### src/smb_addr_tail.sv
`timescale 1ns/10ps

### src/smb_addr_pkg.sv
// Constants, register map and state codes for the slave address matcher.
// Assumes an 8-bit special-function-register port and an external bit engine.
// Overview of operation
// Hardware enable makes the device ACK matching addresses
// Hardware enable also ACKs received data bytes
// Only upper seven bits of both registers compared
// Mask bit zero makes address bit don't-care
// General call matches only when its enable set
// Own address in bits 7:1, enable bit 0
// Interrupt flag after START plus address byte; with hardware enable set, only a match or the master role raises it
// Interrupt flag when STOP is detected
// Enable clear leaves all acknowledgement to firmware
// Mask resets to ones, hardware enable to zero
// Direction bit excluded from the match decision
package smb_addr_pkg;
  localparam logic [7:0] OWN_ADDR_OFS  = 8'hd7;
  localparam logic [7:0] ADDR_MASK_OFS = 8'he7;
  localparam logic [7:0] OWN_ADDR_RST  = 8'h00;
  localparam logic [7:0] ADDR_MASK_RST = 8'hfe;
  localparam int         FIELD_LSB     = 1;
  localparam int         FIELD_MSB     = 7;
  localparam int         GC_BIT        = 0;
  localparam int         HW_ACK_BIT    = 0;
  localparam int         DIR_BIT       = 0;
  localparam logic [6:0] GC_ADDR       = 7'h00;

  typedef enum logic [2:0] {
    ST_IDLE = 3'b001,
    ST_ADDR = 3'b010,
    ST_DATA = 3'b100
  } link_state_e;
endpackage

### src/addr_cmp_if.sv
// Carrier between the matcher core and its address comparator.
// Assumes both ends share one clock; the compare path is combinational.
`timescale 1ns/10ps
`default_nettype none
interface addr_cmp_if;
  logic [6:0] own_address_field;
  logic [6:0] address_compare_mask;
  logic       general_call_enable;
  logic [6:0] rx_addr;
  logic       hit;

  modport core (output own_address_field, output address_compare_mask,
                output general_call_enable, output rx_addr, input hit);
  modport cmp  (input own_address_field, input address_compare_mask,
                input general_call_enable, input rx_addr, output hit);
endinterface
`default_nettype wire

### src/smb_addr_match.sv
// Slave address recognition and automatic acknowledge for the two-wire port.
// Assumes one-cycle pulses from the bit engine, synchronous to clk.
`timescale 1ns/10ps
`default_nettype none
module smb_addr_match
  import smb_addr_pkg::*;
(
  // Clock, reset, enable
  input  wire  logic       clk,
  input  wire  logic       sys_rst,
  input  wire  logic       ce,
  // Register port
  input  wire  logic [7:0] sfr_addr,
  input  wire  logic       sfr_wr,
  input  wire  logic [7:0] sfr_wdata,
  input  wire  logic       sfr_rd,
  output var   logic [7:0] sfr_rdata,
  // Bit engine events
  input  wire  logic       start_det,
  input  wire  logic       stop_det,
  input  wire  logic       byte_valid,
  input  wire  logic [7:0] rx_byte,
  input  wire  logic       is_master,
  input  wire  logic       fw_ack,
  // Acknowledge decision
  output var   logic       ack_valid,
  output var   logic       ack_out,
  output var   logic       ack_hw,
  output var   logic       addr_match,
  output var   logic       rx_dir,
  // Serial interrupt flag
  input  wire  logic       si_clr,
  output var   logic       si_flag
);
  logic [7:0]  own_slave_address_q;
  logic [7:0]  address_mask_register_q;
  link_state_e state_q;
  logic        hw_ack_enable;
  logic        addr_byte;
  logic        data_byte;
  logic        addr_take;

  addr_cmp_if cmp_bus ();

  smb_addr_compare u_cmp (
    .c (cmp_bus.cmp)
  );

  assign hw_ack_enable                = address_mask_register_q[HW_ACK_BIT];
  assign cmp_bus.own_address_field    = own_slave_address_q[FIELD_MSB:FIELD_LSB];
  assign cmp_bus.address_compare_mask = address_mask_register_q[FIELD_MSB:FIELD_LSB];
  assign cmp_bus.general_call_enable  = own_slave_address_q[GC_BIT];
  assign cmp_bus.rx_addr              = rx_byte[FIELD_MSB:FIELD_LSB];

  assign addr_byte = ce && byte_valid && (state_q == ST_ADDR) && !start_det && !stop_det;
  assign data_byte = ce && byte_valid && (state_q == ST_DATA) && !start_det && !stop_det;
  // Unmatched addresses are dropped only when hardware decides
  assign addr_take = !hw_ack_enable || cmp_bus.hit || is_master;

  // Register writes
  always_ff @(posedge clk or posedge sys_rst) begin
    if (sys_rst) begin
      own_slave_address_q     <= OWN_ADDR_RST;
      address_mask_register_q <= ADDR_MASK_RST;
    end else if (ce && sfr_wr) begin
      if (sfr_addr == OWN_ADDR_OFS) begin
        own_slave_address_q <= sfr_wdata;
      end else if (sfr_addr == ADDR_MASK_OFS) begin
        address_mask_register_q <= sfr_wdata;
      end
    end
  end

  // Register reads; unmapped addresses return zero
  always_ff @(posedge clk or posedge sys_rst) begin
    if (sys_rst) begin
      sfr_rdata <= 8'h00;
    end else if (ce && sfr_rd) begin
      if (sfr_addr == OWN_ADDR_OFS) begin
        sfr_rdata <= own_slave_address_q;
      end else if (sfr_addr == ADDR_MASK_OFS) begin
        sfr_rdata <= address_mask_register_q;
      end else begin
        sfr_rdata <= 8'h00;
      end
    end
  end

  // Frame tracking; a repeated START restarts the address phase
  always_ff @(posedge clk or posedge sys_rst) begin
    if (sys_rst) begin
      state_q <= ST_IDLE;
    end else if (ce) begin
      case (state_q)
        ST_IDLE: begin
          if (start_det) state_q <= ST_ADDR;
        end
        ST_ADDR: begin
          if (stop_det) state_q <= ST_IDLE;
          else if (start_det) state_q <= ST_ADDR;
          else if (byte_valid) state_q <= addr_take ? ST_DATA : ST_IDLE;
        end
        ST_DATA: begin
          if (stop_det) state_q <= ST_IDLE;
          else if (start_det) state_q <= ST_ADDR;
        end
        default: state_q <= ST_IDLE;
      endcase
    end
  end

  // Acknowledge decision, one cycle after the byte
  always_ff @(posedge clk or posedge sys_rst) begin
    if (sys_rst) begin
      ack_valid <= 1'b0;
      ack_out   <= 1'b0;
      ack_hw    <= 1'b0;
    end else if (ce) begin
      ack_valid <= addr_byte || data_byte;
      if (addr_byte) begin
        ack_hw  <= hw_ack_enable;
        ack_out <= hw_ack_enable ? cmp_bus.hit : fw_ack;
      end else if (data_byte) begin
        ack_hw  <= hw_ack_enable;
        ack_out <= hw_ack_enable ? 1'b1 : fw_ack;
      end
    end
  end

  // Match status and direction held for the frame
  always_ff @(posedge clk or posedge sys_rst) begin
    if (sys_rst) begin
      addr_match <= 1'b0;
      rx_dir     <= 1'b0;
    end else if (ce) begin
      if (start_det || stop_det) begin
        addr_match <= 1'b0;
      end else if (addr_byte) begin
        addr_match <= cmp_bus.hit;
        rx_dir     <= rx_byte[DIR_BIT];
      end
    end
  end

  // Interrupt flag; a set in the clearing cycle wins
  always_ff @(posedge clk or posedge sys_rst) begin
    if (sys_rst) begin
      si_flag <= 1'b0;
    end else if (ce) begin
      if ((addr_byte && addr_take) || data_byte || stop_det) begin
        si_flag <= 1'b1;
      end else if (si_clr) begin
        si_flag <= 1'b0;
      end
    end
  end

  // Checks
  a_hw_addr_ack: assert property (@(posedge clk) disable iff (sys_rst)
    addr_byte && hw_ack_enable && cmp_bus.hit |=> ack_valid && ack_out && ack_hw)
    else $error("matching address not acknowledged by hardware");
  a_data_auto_ack: assert property (@(posedge clk) disable iff (sys_rst)
    data_byte && hw_ack_enable |=> ack_valid && ack_out)
    else $error("data byte not acknowledged automatically");
  a_master_keeps: assert property (@(posedge clk) disable iff (sys_rst)
    addr_byte && hw_ack_enable && is_master |=> state_q == ST_DATA && si_flag)
    else $error("master role lost its frame after an address byte");
  // With hardware enable set, unmatched slave frames are dropped until the next START
  a_masked_miss: assert property (@(posedge clk) disable iff (sys_rst)
    addr_byte && hw_ack_enable && !is_master && rx_byte[7:1] != GC_ADDR &&
    ((rx_byte[7:1] ^ own_slave_address_q[7:1]) & address_mask_register_q[7:1]) != 7'h00
    |=> ack_valid && !ack_out && state_q == ST_IDLE)
    else $error("masked mismatch was acknowledged");
  a_dont_care_bits: assert property (@(posedge clk) disable iff (sys_rst)
    addr_byte && hw_ack_enable &&
    (rx_byte[7:1] != GC_ADDR || own_slave_address_q[GC_BIT]) &&
    ((rx_byte[7:1] ^ own_slave_address_q[7:1]) & address_mask_register_q[7:1]) == 7'h00
    |=> ack_out && addr_match)
    else $error("don't-care bits blocked a match");
  a_gen_call: assert property (@(posedge clk) disable iff (sys_rst)
    addr_byte && hw_ack_enable && rx_byte[7:1] == GC_ADDR
    |=> ack_out == $past(own_slave_address_q[GC_BIT]))
    else $error("general call answer disagrees with its enable");
  a_own_readback: assert property (@(posedge clk) disable iff (sys_rst)
    ce && sfr_wr && sfr_addr == OWN_ADDR_OFS ##1 ce && sfr_rd && !sfr_wr && sfr_addr == OWN_ADDR_OFS
    |=> sfr_rdata == $past(sfr_wdata, 2))
    else $error("own address register readback wrong");
  a_mask_readback: assert property (@(posedge clk) disable iff (sys_rst)
    ce && sfr_rd && sfr_addr == ADDR_MASK_OFS |=> sfr_rdata == $past(address_mask_register_q))
    else $error("mask register readback wrong");
  a_si_on_addr: assert property (@(posedge clk) disable iff (sys_rst)
    addr_byte && !hw_ack_enable |=> si_flag)
    else $error("interrupt flag missing after address byte");
  a_si_on_stop: assert property (@(posedge clk) disable iff (sys_rst)
    ce && stop_det |=> si_flag && state_q == ST_IDLE)
    else $error("interrupt flag missing after STOP");
  a_match_clear: assert property (@(posedge clk) disable iff (sys_rst)
    ce && (start_det || stop_det) |=> !addr_match)
    else $error("match status survived a START or STOP");
  a_fw_ack_path: assert property (@(posedge clk) disable iff (sys_rst)
    (addr_byte || data_byte) && !hw_ack_enable |=> ack_valid && !ack_hw && ack_out == $past(fw_ack))
    else $error("acknowledge not left to firmware");
  a_ack_only_bytes: assert property (@(posedge clk) disable iff (sys_rst)
    ce && !addr_byte && !data_byte |=> !ack_valid)
    else $error("acknowledge decision without a byte");
  a_mask_reset: assert property (@(posedge clk)
    $fell(sys_rst) |-> address_mask_register_q == ADDR_MASK_RST && !hw_ack_enable)
    else $error("mask register reset value wrong");
  a_dir_excluded: assert property (@(posedge clk) disable iff (sys_rst)
    addr_byte && hw_ack_enable &&
    (rx_byte[7:1] != GC_ADDR || own_slave_address_q[GC_BIT]) &&
    ((rx_byte[7:1] ^ own_slave_address_q[7:1]) & address_mask_register_q[7:1]) == 7'h00
    |=> rx_dir == $past(rx_byte[DIR_BIT]) && ack_out)
    else $error("direction bit affected the match");

  // Scenarios the bench must reach
  c_hw_match: cover property (@(posedge clk) disable iff (sys_rst) addr_byte && hw_ack_enable && cmp_bus.hit);
  c_gen_call: cover property (@(posedge clk) disable iff (sys_rst)
    addr_byte && hw_ack_enable && rx_byte[7:1] == GC_ADDR);
  c_fw_data:  cover property (@(posedge clk) disable iff (sys_rst) data_byte && !hw_ack_enable);
  c_stop:     cover property (@(posedge clk) disable iff (sys_rst) ce && stop_det && state_q == ST_DATA);
  c_master_data: cover property (@(posedge clk) disable iff (sys_rst) data_byte && is_master);
endmodule
`default_nettype wire

### src/smb_addr_compare.sv
// Masked compare of a received 7-bit address against the own address.
// Assumes the direction bit has already been stripped by the caller.
`timescale 1ns/10ps
`default_nettype none
module smb_addr_compare
  import smb_addr_pkg::*;
(
  addr_cmp_if.cmp c
);
  function automatic logic masked_eq(input logic [6:0] a, input logic [6:0] b,
                                     input logic [6:0] m);
    masked_eq = (((a ^ b) & m) == 7'h00);
  endfunction

  // General call follows its enable alone, so no mask setting can open or hide it
  always_comb begin
    c.hit = masked_eq(c.rx_addr, c.own_address_field, c.address_compare_mask);
    if (c.rx_addr == GC_ADDR) begin
      c.hit = c.general_call_enable;
    end
  end
endmodule
`default_nettype wire

### config.mk
export PLATFORM = sky130hd
export DESIGN_NAME = smb_addr_match
export DESIGN_NICKNAME = d
export VERILOG_FILES = /design/src/smb_addr_tail.sv /design/src/smb_addr_pkg.sv /design/src/addr_cmp_if.sv /design/src/smb_addr_match.sv /design/src/smb_addr_compare.sv
export SDC_FILE = /design/constraint.sdc
export NUM_CORES = 1
export LEC_CHECK = 0
export BUFFER_PORTS_ARGS = -buffer_cell sky130_fd_sc_hd__buf_2
export CAP_MARGIN = 5
export CORE_ASPECT_RATIO = 0.75
export CORE_UTILIZATION = 51
export CTS_CLUSTER_SIZE = 20
export DETAILED_ROUTE_END_ITERATION = 6
export HOLD_SLACK_MARGIN = 0.1
export PLACE_DENSITY = 0.87
export SLEW_MARGIN = 10
export SYNTH_ARGS = -nofsm -noshare
export SYNTH_HDL_FRONTEND = slang
export SYNTH_SLANG_ARGS = --single-unit
### constraint.sdc
create_clock -name clk -period 2.2 [get_ports clk]
set_clock_uncertainty 0.15 [all_clocks]
set_input_delay 0.22 -clock clk [delete_from_list [all_inputs] [get_ports clk]]
set_output_delay 0.22 -clock clk [all_outputs]
set_load 0.1 [all_outputs]
==> results of run 1 <==
cell usage after synthesis, types with 2 or more instances:
cell / instances / share of area (%)
nor4_1: 3 / 1.1
nand2b_1: 3 / 1.1
dfrtp_1: 25 / 37
dfstp_2: 8 / 12
a22oi_1: 12 / 5.3
buf_2: 3 / 0.89
mux2_2: 18 / 12
nor2_1: 5 / 1.1
a21oi_1: 2 / 0.59
a31oi_1: 3 / 1.1
nand2_1: 15 / 3.3
nor3b_1: 2 / 0.89
inv_1: 6 / 1.3
nor3_1: 2 / 0.59
xor2_1: 8 / 4.2
a41oi_1: 2 / 1.0
clkbuf_1: 3 / 0.67
nand4_1: 2 / 0.74
o21ai_0: 11 / 3.3
worst min path at each step:
stage	start	endpoint	slack, ps	depth (start not counted)
after floorplan	sys_rst	ack_hw	190	1
after global placement	sys_rst	ack_valid	170	3
after detailed placement	sys_rst	sfr_rdata[5]	180	3
after CTS	ce	ack_valid	120	2
after global routing	ce	ack_valid	170	2
final	ce	ack_valid	120	2
cells by family after synthesis:
kind of cell           after synthesis  synth area share [%]
AND/OR/NAND/NOR                     41                  15.2
XOR/XNOR                             8                  4.15
multiplexers                        19                  12.6
AO/OA/AOI/OAI                       38                  15.4
buffers and inverters               13                  3.11
flip-flops                          33                  49.5
sequential cells by signal (all words and copies together), names as in the netlist:
signal                   cells
rx_dir                       1
state_q                      3
ack_hw                       1
ack_out                      1
sfr_rdata                    8
ack_valid                    1
si_flag                      1
own_slave_address_q          8
address_mask_register_q      8
addr_match                   1
power by group through the flow:
stage / sequential (mW) / combinational, mW / clock (mW)
3_3_place_gp: 0.693 / 0.263 / 0
2_1_floorplan: 0.764 / 0.126 / 0
3_5_place_dp: 0.698 / 0.270 / 0
6_report: 0.689 / 0.292 / 0.504
4_1_cts: 0.687 / 0.288 / 0.512
5_1_grt: 0.695 / 0.314 / 0.536
placed cells by master, fill, tap and decap left out, types with 2 or more instances in the layout:
| master | Yosys | layout |
|---|---|---|
| xor2_1 | 8 | 8 |
| nor3_1 | 2 | 2 |
| dfrtp_1 | 25 | 25 |
| buf_4 | 0 | 3 |
| nor2_1 | 5 | 5 |
| a22oi_1 | 12 | 12 |
| mux2_2 | 18 | 18 |
| buf_2 | 3 | 48 |
| dlygate4sd3_1 | 0 | 11 |
| dfstp_2 | 8 | 8 |
| nand2b_1 | 3 | 3 |
| inv_1 | 6 | 6 |
| a21oi_1 | 2 | 2 |
| a31oi_1 | 3 | 3 |
| a41oi_1 | 2 | 2 |
| nand4_1 | 2 | 2 |
| nor3b_1 | 2 | 2 |
| nand2_1 | 15 | 15 |
| nor4_1 | 3 | 3 |
| o21ai_0 | 11 | 11 |
| clkbuf_8 | 0 | 7 |
what timing repair did:
action                                 CTS  global route
endpoints found under the hold margin   43             0
hold buffers                            11             0
setup buffers                            0             0
layer usage:
layer	share of wire [%]	GRT usage, %	vias up
met3	7.2	8.55	10
met2	50	48.7	74
met4	1.3	10.8	0
met5	0	0	-
met1	42	35.5	722
li1	-	-	697
final cells by class:
| type | count | area [sq um] |
|---|---|---|
| clock buffers | 7 | 96.3 |
| clock inverters | 1 | 5.00 |
| fillers | 218 | 862 |
| inverters | 6 | 22.5 |
| multi-input cells | 106 | 800 |
| flip-flops and latches | 33 | 836 |
| well taps | 38 | 47.5 |
| repair buffers | 62 | 373 |
==> flow_summary.json, run 1 <==
{
  "drive_gt1_share_pct": 42.8,
  "placed_area_sq_um": 1970,
  "cts_buffers": 5,
  "crit_family": "buffers and inverters",
  "clkPwrFrac_pct": 33.9,
  "setup_tns_ps": 0,
  "ios": 49,
  "setup_viol": 0,
  "critPathMaxFanout": 6,
  "dp_slack_ps": 398,
  "clk_path_buf_depth": 2,
  "start_util_pct": 55.5,
  "fin_nets": 249,
  "yosys_warnings": 0,
  "ctsResizeCount": 0,
  "cellInternalPower_mw": 1.03,
  "die_area_sq_um": 3550,
  "areaGrowthSynthToFinish_pct": 29.1,
  "arrival_ps": 1950,
  "rr_startpoint": "state_q[2]",
  "p_sw_uw": 457,
  "cap_violations": 0,
  "portBuffers": 48,
  "async_flop_share_pct": 100,
  "finalWeightedCongestion": 0.872,
  "synth-edff-count": 0,
  "grt-ovfl-total": 0,
  "fin_crit_sh_pct": 87.3,
  "grt_pass1_wl_um": 7360,
  "grt_usage_pct": 29.2,
  "fin_ws_ps": 278,
  "clk_latency_ps": 290,
  "status": "finished clean",
  "cp_slowest_stage_delay_ps": 540,
  "design_area_sq_um": 2180,
  "grt_max_degree": 34,
  "layoutNonFillerInstCount": 253,
  "via_per_inst": 5.94,
  "cp_slowest_cell": "dlygate4sd3_1",
  "via_count": 1503,
  "drt_wl_total_um": 4290,
  "crit_start": "start_det",
  "report.final.slew_viol_count": 0,
  "max_freq_ghz": 0.520,
  "vdd_drop_max_mv": 0.496,
  "synth_nets": 187,
  "r2r_cells": 3,
  "seq_power_share_pct": 46.4,
  "endpoint_kind": "flip-flop",
  "routedWlPerCell_um": 17.0,
  "cp-start-kind": "primary input",
  "num_rows": 17,
  "hold_slack_ps": 122,
  "crit_buf_inv": 2,
  "sw_frac_of_total_pct": 30.8,
  "grt_pass1_vias": 1564,
  "yosysSeqAreaShare_pct": 49.5,
  "antenna_found_initial": 0,
  "core-area_sq_um": 3040,
  "crit_chain": "dlygate4sd3_1 > buf_2 > nor3_1 > nand4_1 > mux2i_1 > a41oi_1",
  "ctsRootBufferMaster": "clkbuf_8",
  "r2r_end": "rx_dir",
  "rrSetupSlack_ps": 370,
  "htreeDepth": 2,
  "post-dp-hpwl_um": 3030,
  "hold_path.class": "primary input to flip-flop",
  "drt-initial-drc-count": 186,
  "worst_slew_pin_slew_ps": 499,
  "yosys.cell_types.count": 38,
  "utilization_pct": 71.7,
  "path_depth": 6,
  "die_height_um": 51.8,
  "drc_errors": 0,
  "dr.pass1.iters": 5,
  "hold_viol": 0,
  "endpoint": "ack_out",
  "rsz0062_at_grt": "false",
  "placed_cells": 234,
  "syn_area_per_cell_sq_um": 11.1,
  "power.density_nw_per_um2": 681,
  "finalPower_mw": 1.49,
  "path_clk_slew_ps": 70,
  "syn_inst": 152,
  "cts_tree": "yes",
  "dieWidth_um": 68.4,
  "p_comb_share_pct": 19.7,
  "postRouteAntennaNets": 0,
  "diodes": 0,
  "ys.flop_type": "dfrtp_1",
  "p_leak_nw": 1.07,
  "final.min_clock_period_ps": 1920,
  "syn_area_sq_um": 1690,
  "max-slew-margin-rel_pct": 67.0,
  "worstPathRequired_ps": 2230,
  "cts.sinks": 33,
  "crit_type": "primary input to flip-flop",
  "yosys_register_bits": 33
}
No activity file was read; power rests on OpenSTA's default activity.
==> inputs of run 2 (changes only) <==
- CTS_CLUSTER_SIZE: 20 -> 8
- clock period: 2.2 -> 2 ns (I/O delays scaled with it)
==> run 2 against run 1 <==
Power rose by 4.1%. Count of clock-buffer cells in the layout fell by 1. Via count fell by 0.60%. Critical path depth fell by 3. Sequential power rose by 10%. Final area fell by 0.86%. Final cell count did not move. Non-clock buffer count did not move. Largest cell class unchanged. Highest routed layer unchanged.
==> flow_summary.json, run 2 (synthesis results as in run 1) <==
{
  "crit_family": "simple AND/OR/NAND/NOR gates",
  "worst_slew_pin_slew_ps": 484,
  "cp_slowest_cell": "dfrtp_1",
  "critPathMaxFanout": 8,
  "post-dp-hpwl_um": 3110,
  "drive_gt1_share_pct": 42.3,
  "areaGrowthSynthToFinish_pct": 28.0,
  "drt-initial-drc-count": 181,
  "reg.largest.list": "address_mask_register_q x8, own_slave_address_q x8, sfr_rdata x8",
  "report.final.slew_viol_count": 0,
  "diodes": 0,
  "crit_chain": "nand4b_1 > nor4_1 > mux2_2",
  "vdd_drop_max_mv": 0.589,
  "via_per_inst": 5.91,
  "worstPathRequired_ps": 2010,
  "clk_path_buf_depth": 2,
  "status": "finished clean",
  "hold_path.class": "primary input to flip-flop",
  "rrSetupSlack_ps": 150,
  "cts_buffers": 5,
  "antenna_found_initial": 0,
  "portBuffers": 48,
  "design_area_sq_um": 2160,
  "arrival_ps": 1870,
  "dp_slack_ps": 160,
  "fin_nets": 249,
  "rsz0062_at_grt": "false",
  "max_freq_ghz": 0.539,
  "ios": 49,
  "ctsRootBufferMaster": "clkbuf_8",
  "die_area_sq_um": 3550,
  "grt-ovfl-total": 0,
  "cts.sinks": 33,
  "hold_slack_ps": 118,
  "start_util_pct": 55.5,
  "setup_tns_ps": 0,
  "finalPower_mw": 1.55,
  "core-area_sq_um": 3040,
  "cp_slowest_stage_delay_ps": 460,
  "num_rows": 17,
  "final_common_cell": "buf_2",
  "dieWidth_um": 68.4,
  "routedWlPerCell_um": 16.4,
  "final.min_clock_period_ps": 1850,
  "finalWeightedCongestion": 0.834,
  "cts_tree": "yes",
  "drc_errors": 0,
  "cp-start-kind": "flip-flop",
  "power.density_nw_per_um2": 716,
  "htreeDepth": 2,
  "grt_usage_pct": 27.6,
  "hold_viol": 0,
  "final_cell_mix": "buf_2 (48), dfrtp_1 (25), mux2_2 (18)",
  "grt_pass1_vias": 1402,
  "crit_type": "flip-flop to flip-flop",
  "drt_wl_total_um": 4150,
  "setup_viol": 0,
  "cap_violations": 0,
  "fin_ws_ps": 145,
  "fin_crit_sh_pct": 92.7,
  "path_clk_slew_ps": 70,
  "placed_area_sq_um": 1970,
  "endpoint_kind": "flip-flop",
  "clk_latency_ps": 280,
  "p_leak_nw": 1.06,
  "grt_max_degree": 34,
  "crit_buf_inv": 0,
  "dr.pass1.iters": 5,
  "max-slew-margin-rel_pct": 67.4,
  "via_count": 1494,
  "grt_pass1_wl_um": 6810,
  "postRouteAntennaNets": 0,
  "die_height_um": 51.8
}
==> run 2: changes by cell type in the layout (fill, tap and decap cells not counted) <==
cell | previous run | this run
clkbuf_1 | 0 | 1
clkbuf_8 | 7 | 5
clkinv_2 | 1 | 2
==> run 2: what timing repair did <==
item,4_1_cts,5_1_grt
buffers inserted,0,0
hold buffers,11,0
gates resized for setup,0,0
endpoints found under the hold margin,43,0
setup endpoints to repair,0,0
==> run 2: cell type report <==
type,instances,area [sq um]
flip-flops and latches,33,836
repair buffers,62,373
inverters,6,22.5
multi-input cells,106,800
clock inverters,2,10.0
well taps,38,47.5
fillers,221,881
clock buffers,6,72.6
==> run 2: path summary, 6_finish.rpt <==
path | start | endpoint | depth (start not counted)
hold / removal | ce | ack_valid | 2
setup / recovery | state_q[2] | rx_dir | 3
min in group asynchronous | sys_rst | sfr_rdata[0] | 4
setup reg to reg | state_q[2] | rx_dir | 3
max in group asynchronous | sys_rst | address_mask_register_q[4] | 4
hold reg to reg | sfr_rdata[2] | sfr_rdata[2] | 2
==> run 2: worst register-to-register path, delay by kind of cell (launching register included) <==
family,cells,cell delay (ps)
AND/OR/NAND/NOR,2,750
flip-flops,1,460
multiplexers,1,390
==> run 2: per-stage QoR <==
stage	instances	utilization, %
finish	253	71.0
global route	253	71.0
CTS	253	71.0
detailed placement	234	64.7
global placement	234	64.7
floorplan	152	-
==> run 2: where the power goes <==
group / leakage (nW) / internal [mW] / switching (mW) / total (mW)
Sequential: 0.427 / 0.710 / 0.0485 / 0.759
Combinational: 0.585 / 0.110 / 0.206 / 0.316
Clock: 0.0450 / 0.241 / 0.232 / 0.472
Total: 1.06 / 1.06 / 0.486 / 1.55
==> run 2: routing by layer <==
metal / vias up / share of wire [%] / GRT usage [%]
met3: 13 / 8.2 / 9.21
met2: 80 / 48 / 41.3
met5: - / 0 / 0
met1: 718 / 42 / 36.3
li1: 683 / - / -
met4: 0 / 2.1 / 11.1
==> inputs of run 3 (changes only) <==
- BUFFER_PORTS_ARGS: -buffer_cell sky130_fd_sc_hd__buf_2 -> not set
- CORE_UTILIZATION: 51 -> 60
- DONT_BUFFER_PORTS: not set -> 1
- PLACE_DENSITY: 0.87 -> 0.84
==> run 3 against run 2 <==
Worst setup slack got worse by 120 ps. Core utilization increased by 12 points. Sequential cell count is the same.
==> flow_summary.json, run 3 (synthesis results as in run 1) <==
{
  "post-dp-hpwl_um": 2650,
  "dieWidth_um": 63.2,
  "utilization_pct": 83.4,
  "routedWlPerCell_um": 19.0,
  "p_leak_nw": 1.02,
  "rsz0062_at_grt": "true",
  "max_freq_ghz": 0.506,
  "finalWeightedCongestion": 0.814,
  "clk_latency_ps": 300,
  "hold_viol": 0,
  "endpoint": "own_slave_address_q[2]",
  "cap_violations": 0,
  "cts_buffers": 5,
  "vdd_drop_max_mv": 0.707,
  "multiInputGateArea_sq_um": 807,
  "design_area_sq_um": 2200,
  "antenna_found_initial": 0,
  "grt_pass1_vias": 1333,
  "arrival_ps": 1990,
  "clk_path_buf_depth": 2,
  "critPathMaxFanout": 7,
  "regArea_sq_um": 837,
  "worstPathRequired_ps": 2020,
  "drt_wl_total_um": 4380,
  "finalPower_mw": 1.64,
  "fill_cells": 144,
  "placed_cells": 198,
  "core-area_sq_um": 2640,
  "cts.sinks": 33,
  "r2r_end": "state_q[1]",
  "placed_area_sq_um": 1830,
  "grt_max_degree": 34,
  "fin_crit_sh_pct": 98.7,
  "diodes": 0,
  "ios": 49,
  "hold_path.class": "primary input to flip-flop",
  "setup_viol": 0,
  "areaGrowthSynthToFinish_pct": 30.5,
  "drt-initial-drc-count": 137,
  "report.final.slew_viol_count": 0,
  "dr.pass1.iters": 5,
  "crit_type": "primary input to flip-flop",
  "max-slew-margin-rel_pct": 71.1,
  "grt-ovfl-total": 0,
  "rr_startpoint": "state_q[0]",
  "grt_usage_pct": 31.9,
  "crit_start": "sfr_addr[3]",
  "worst_slew_pin_slew_ps": 430,
  "endpoint_kind": "flip-flop",
  "path_clk_slew_ps": 70,
  "fin_nets": 229,
  "final_cell_mix": "dfrtp_1 (24), dlygate4sd3_1 (23), mux2_2 (18)",
  "rrSetupSlack_ps": 70,
  "via_count": 1464,
  "final_common_cell": "dfrtp_1",
  "grt_pass1_wl_um": 6800,
  "ctsRootBufferMaster": "clkbuf_8",
  "layoutNonFillerInstCount": 231,
  "htreeDepth": 2,
  "portBuffers": 0,
  "final.min_clock_period_ps": 1970,
  "num_rows": 16,
  "die_area_sq_um": 3030,
  "drive_gt1_share_pct": 31.8,
  "via_per_inst": 6.34,
  "reg.largest.list": "address_mask_register_q x8, own_slave_address_q x8, sfr_rdata x8",
  "postRouteAntennaNets": 0,
  "drc_errors": 0,
  "setup_tns_ps": 0,
  "start_util_pct": 63.9,
  "power.density_nw_per_um2": 745,
  "status": "finished clean",
  "r2r_cells": 5,
  "cp-start-kind": "primary input",
  "die_height_um": 47.9,
  "cts_tree": "yes"
}
==> run 3: cell types whose count changed in the layout (fill, tap and decap cells not counted), moves of 2 or more <==
cell	delta
buf_2	-48
buf_4	+14
dlygate4sd3_1	+12
clkbuf_8	+2
==> run 3: how the worst min path moves through the flow <==
| stage | from | cells past startpoint | slack [ps] | end |
|---|---|---|---|---|
| 3_3_place_gp | sys_rst | 2 | 40 | ack_valid |
| 6_report | rx_byte[1] | 3 | 100 | state_q[2] |
| 4_1_cts | rx_byte[1] | 3 | 100 | state_q[2] |
| 3_5_place_dp | sys_rst | 2 | 50 | state_q[1] |
| 2_1_floorplan | sys_rst | 1 | 170 | ack_hw |
| 5_1_grt | start_det | 3 | 120 | state_q[0] |
==> run 3: timing repair <==
action,4_1_cts,5_1_grt
hold buffers,24,0
gates resized for setup,0,4
buffers inserted,0,1
hold endpoints to repair,57,0
endpoints found under the setup margin,0,9
==> run 3: where the power goes <==
group / switching [mW] / total (mW) / leakage (nW) / internal, mW
Clock: 0.257 / 0.568 / 0.0542 / 0.311
Sequential: 0.0520 / 0.762 / 0.425 / 0.710
Combinational: 0.196 / 0.311 / 0.546 / 0.115
==> run 3: stage by stage <==
| stage | worst slack [ps] | hold slack (ps) |
|---|---|---|
| 3_5_place_dp | 250 | 50.0 |
| 5_1_grt | -41.3 | 124 |
| 2_1_floorplan | 354 | 173 |
| 3_3_place_gp | 251 | 43.4 |
| 6_report | 25.3 | 97.1 |
| 4_1_cts | 11.5 | 103 |
==> run 3: per-layer routing <==
metal  share of wire (%)  GRT usage (%)  vias to the layer above
met1                  40           39.4                      707
met2                  48           52.7                       92
met3                 9.9           11.2                       11
met5                   0              0                        -
met4                 1.8           14.1                        0
li1                    -              -                      654
==> run 3: final cells by class <==
class	count	area share, %
sequential	33	38.0
multi-input combinational	106	36.6
timing repair buffer	42	17.7
clock buffer	7	4.37
tap	36	2.04
inverter	6	1.02
clock inverter	1	0.227
==> run 3: worst max-delay path, stage by stage <==
cell	delay, ps
nand4b_4	170
nor3_2	250
nor3b_4	300
buf_12	160
mux2_2	340
dlygate4sd3_1	570
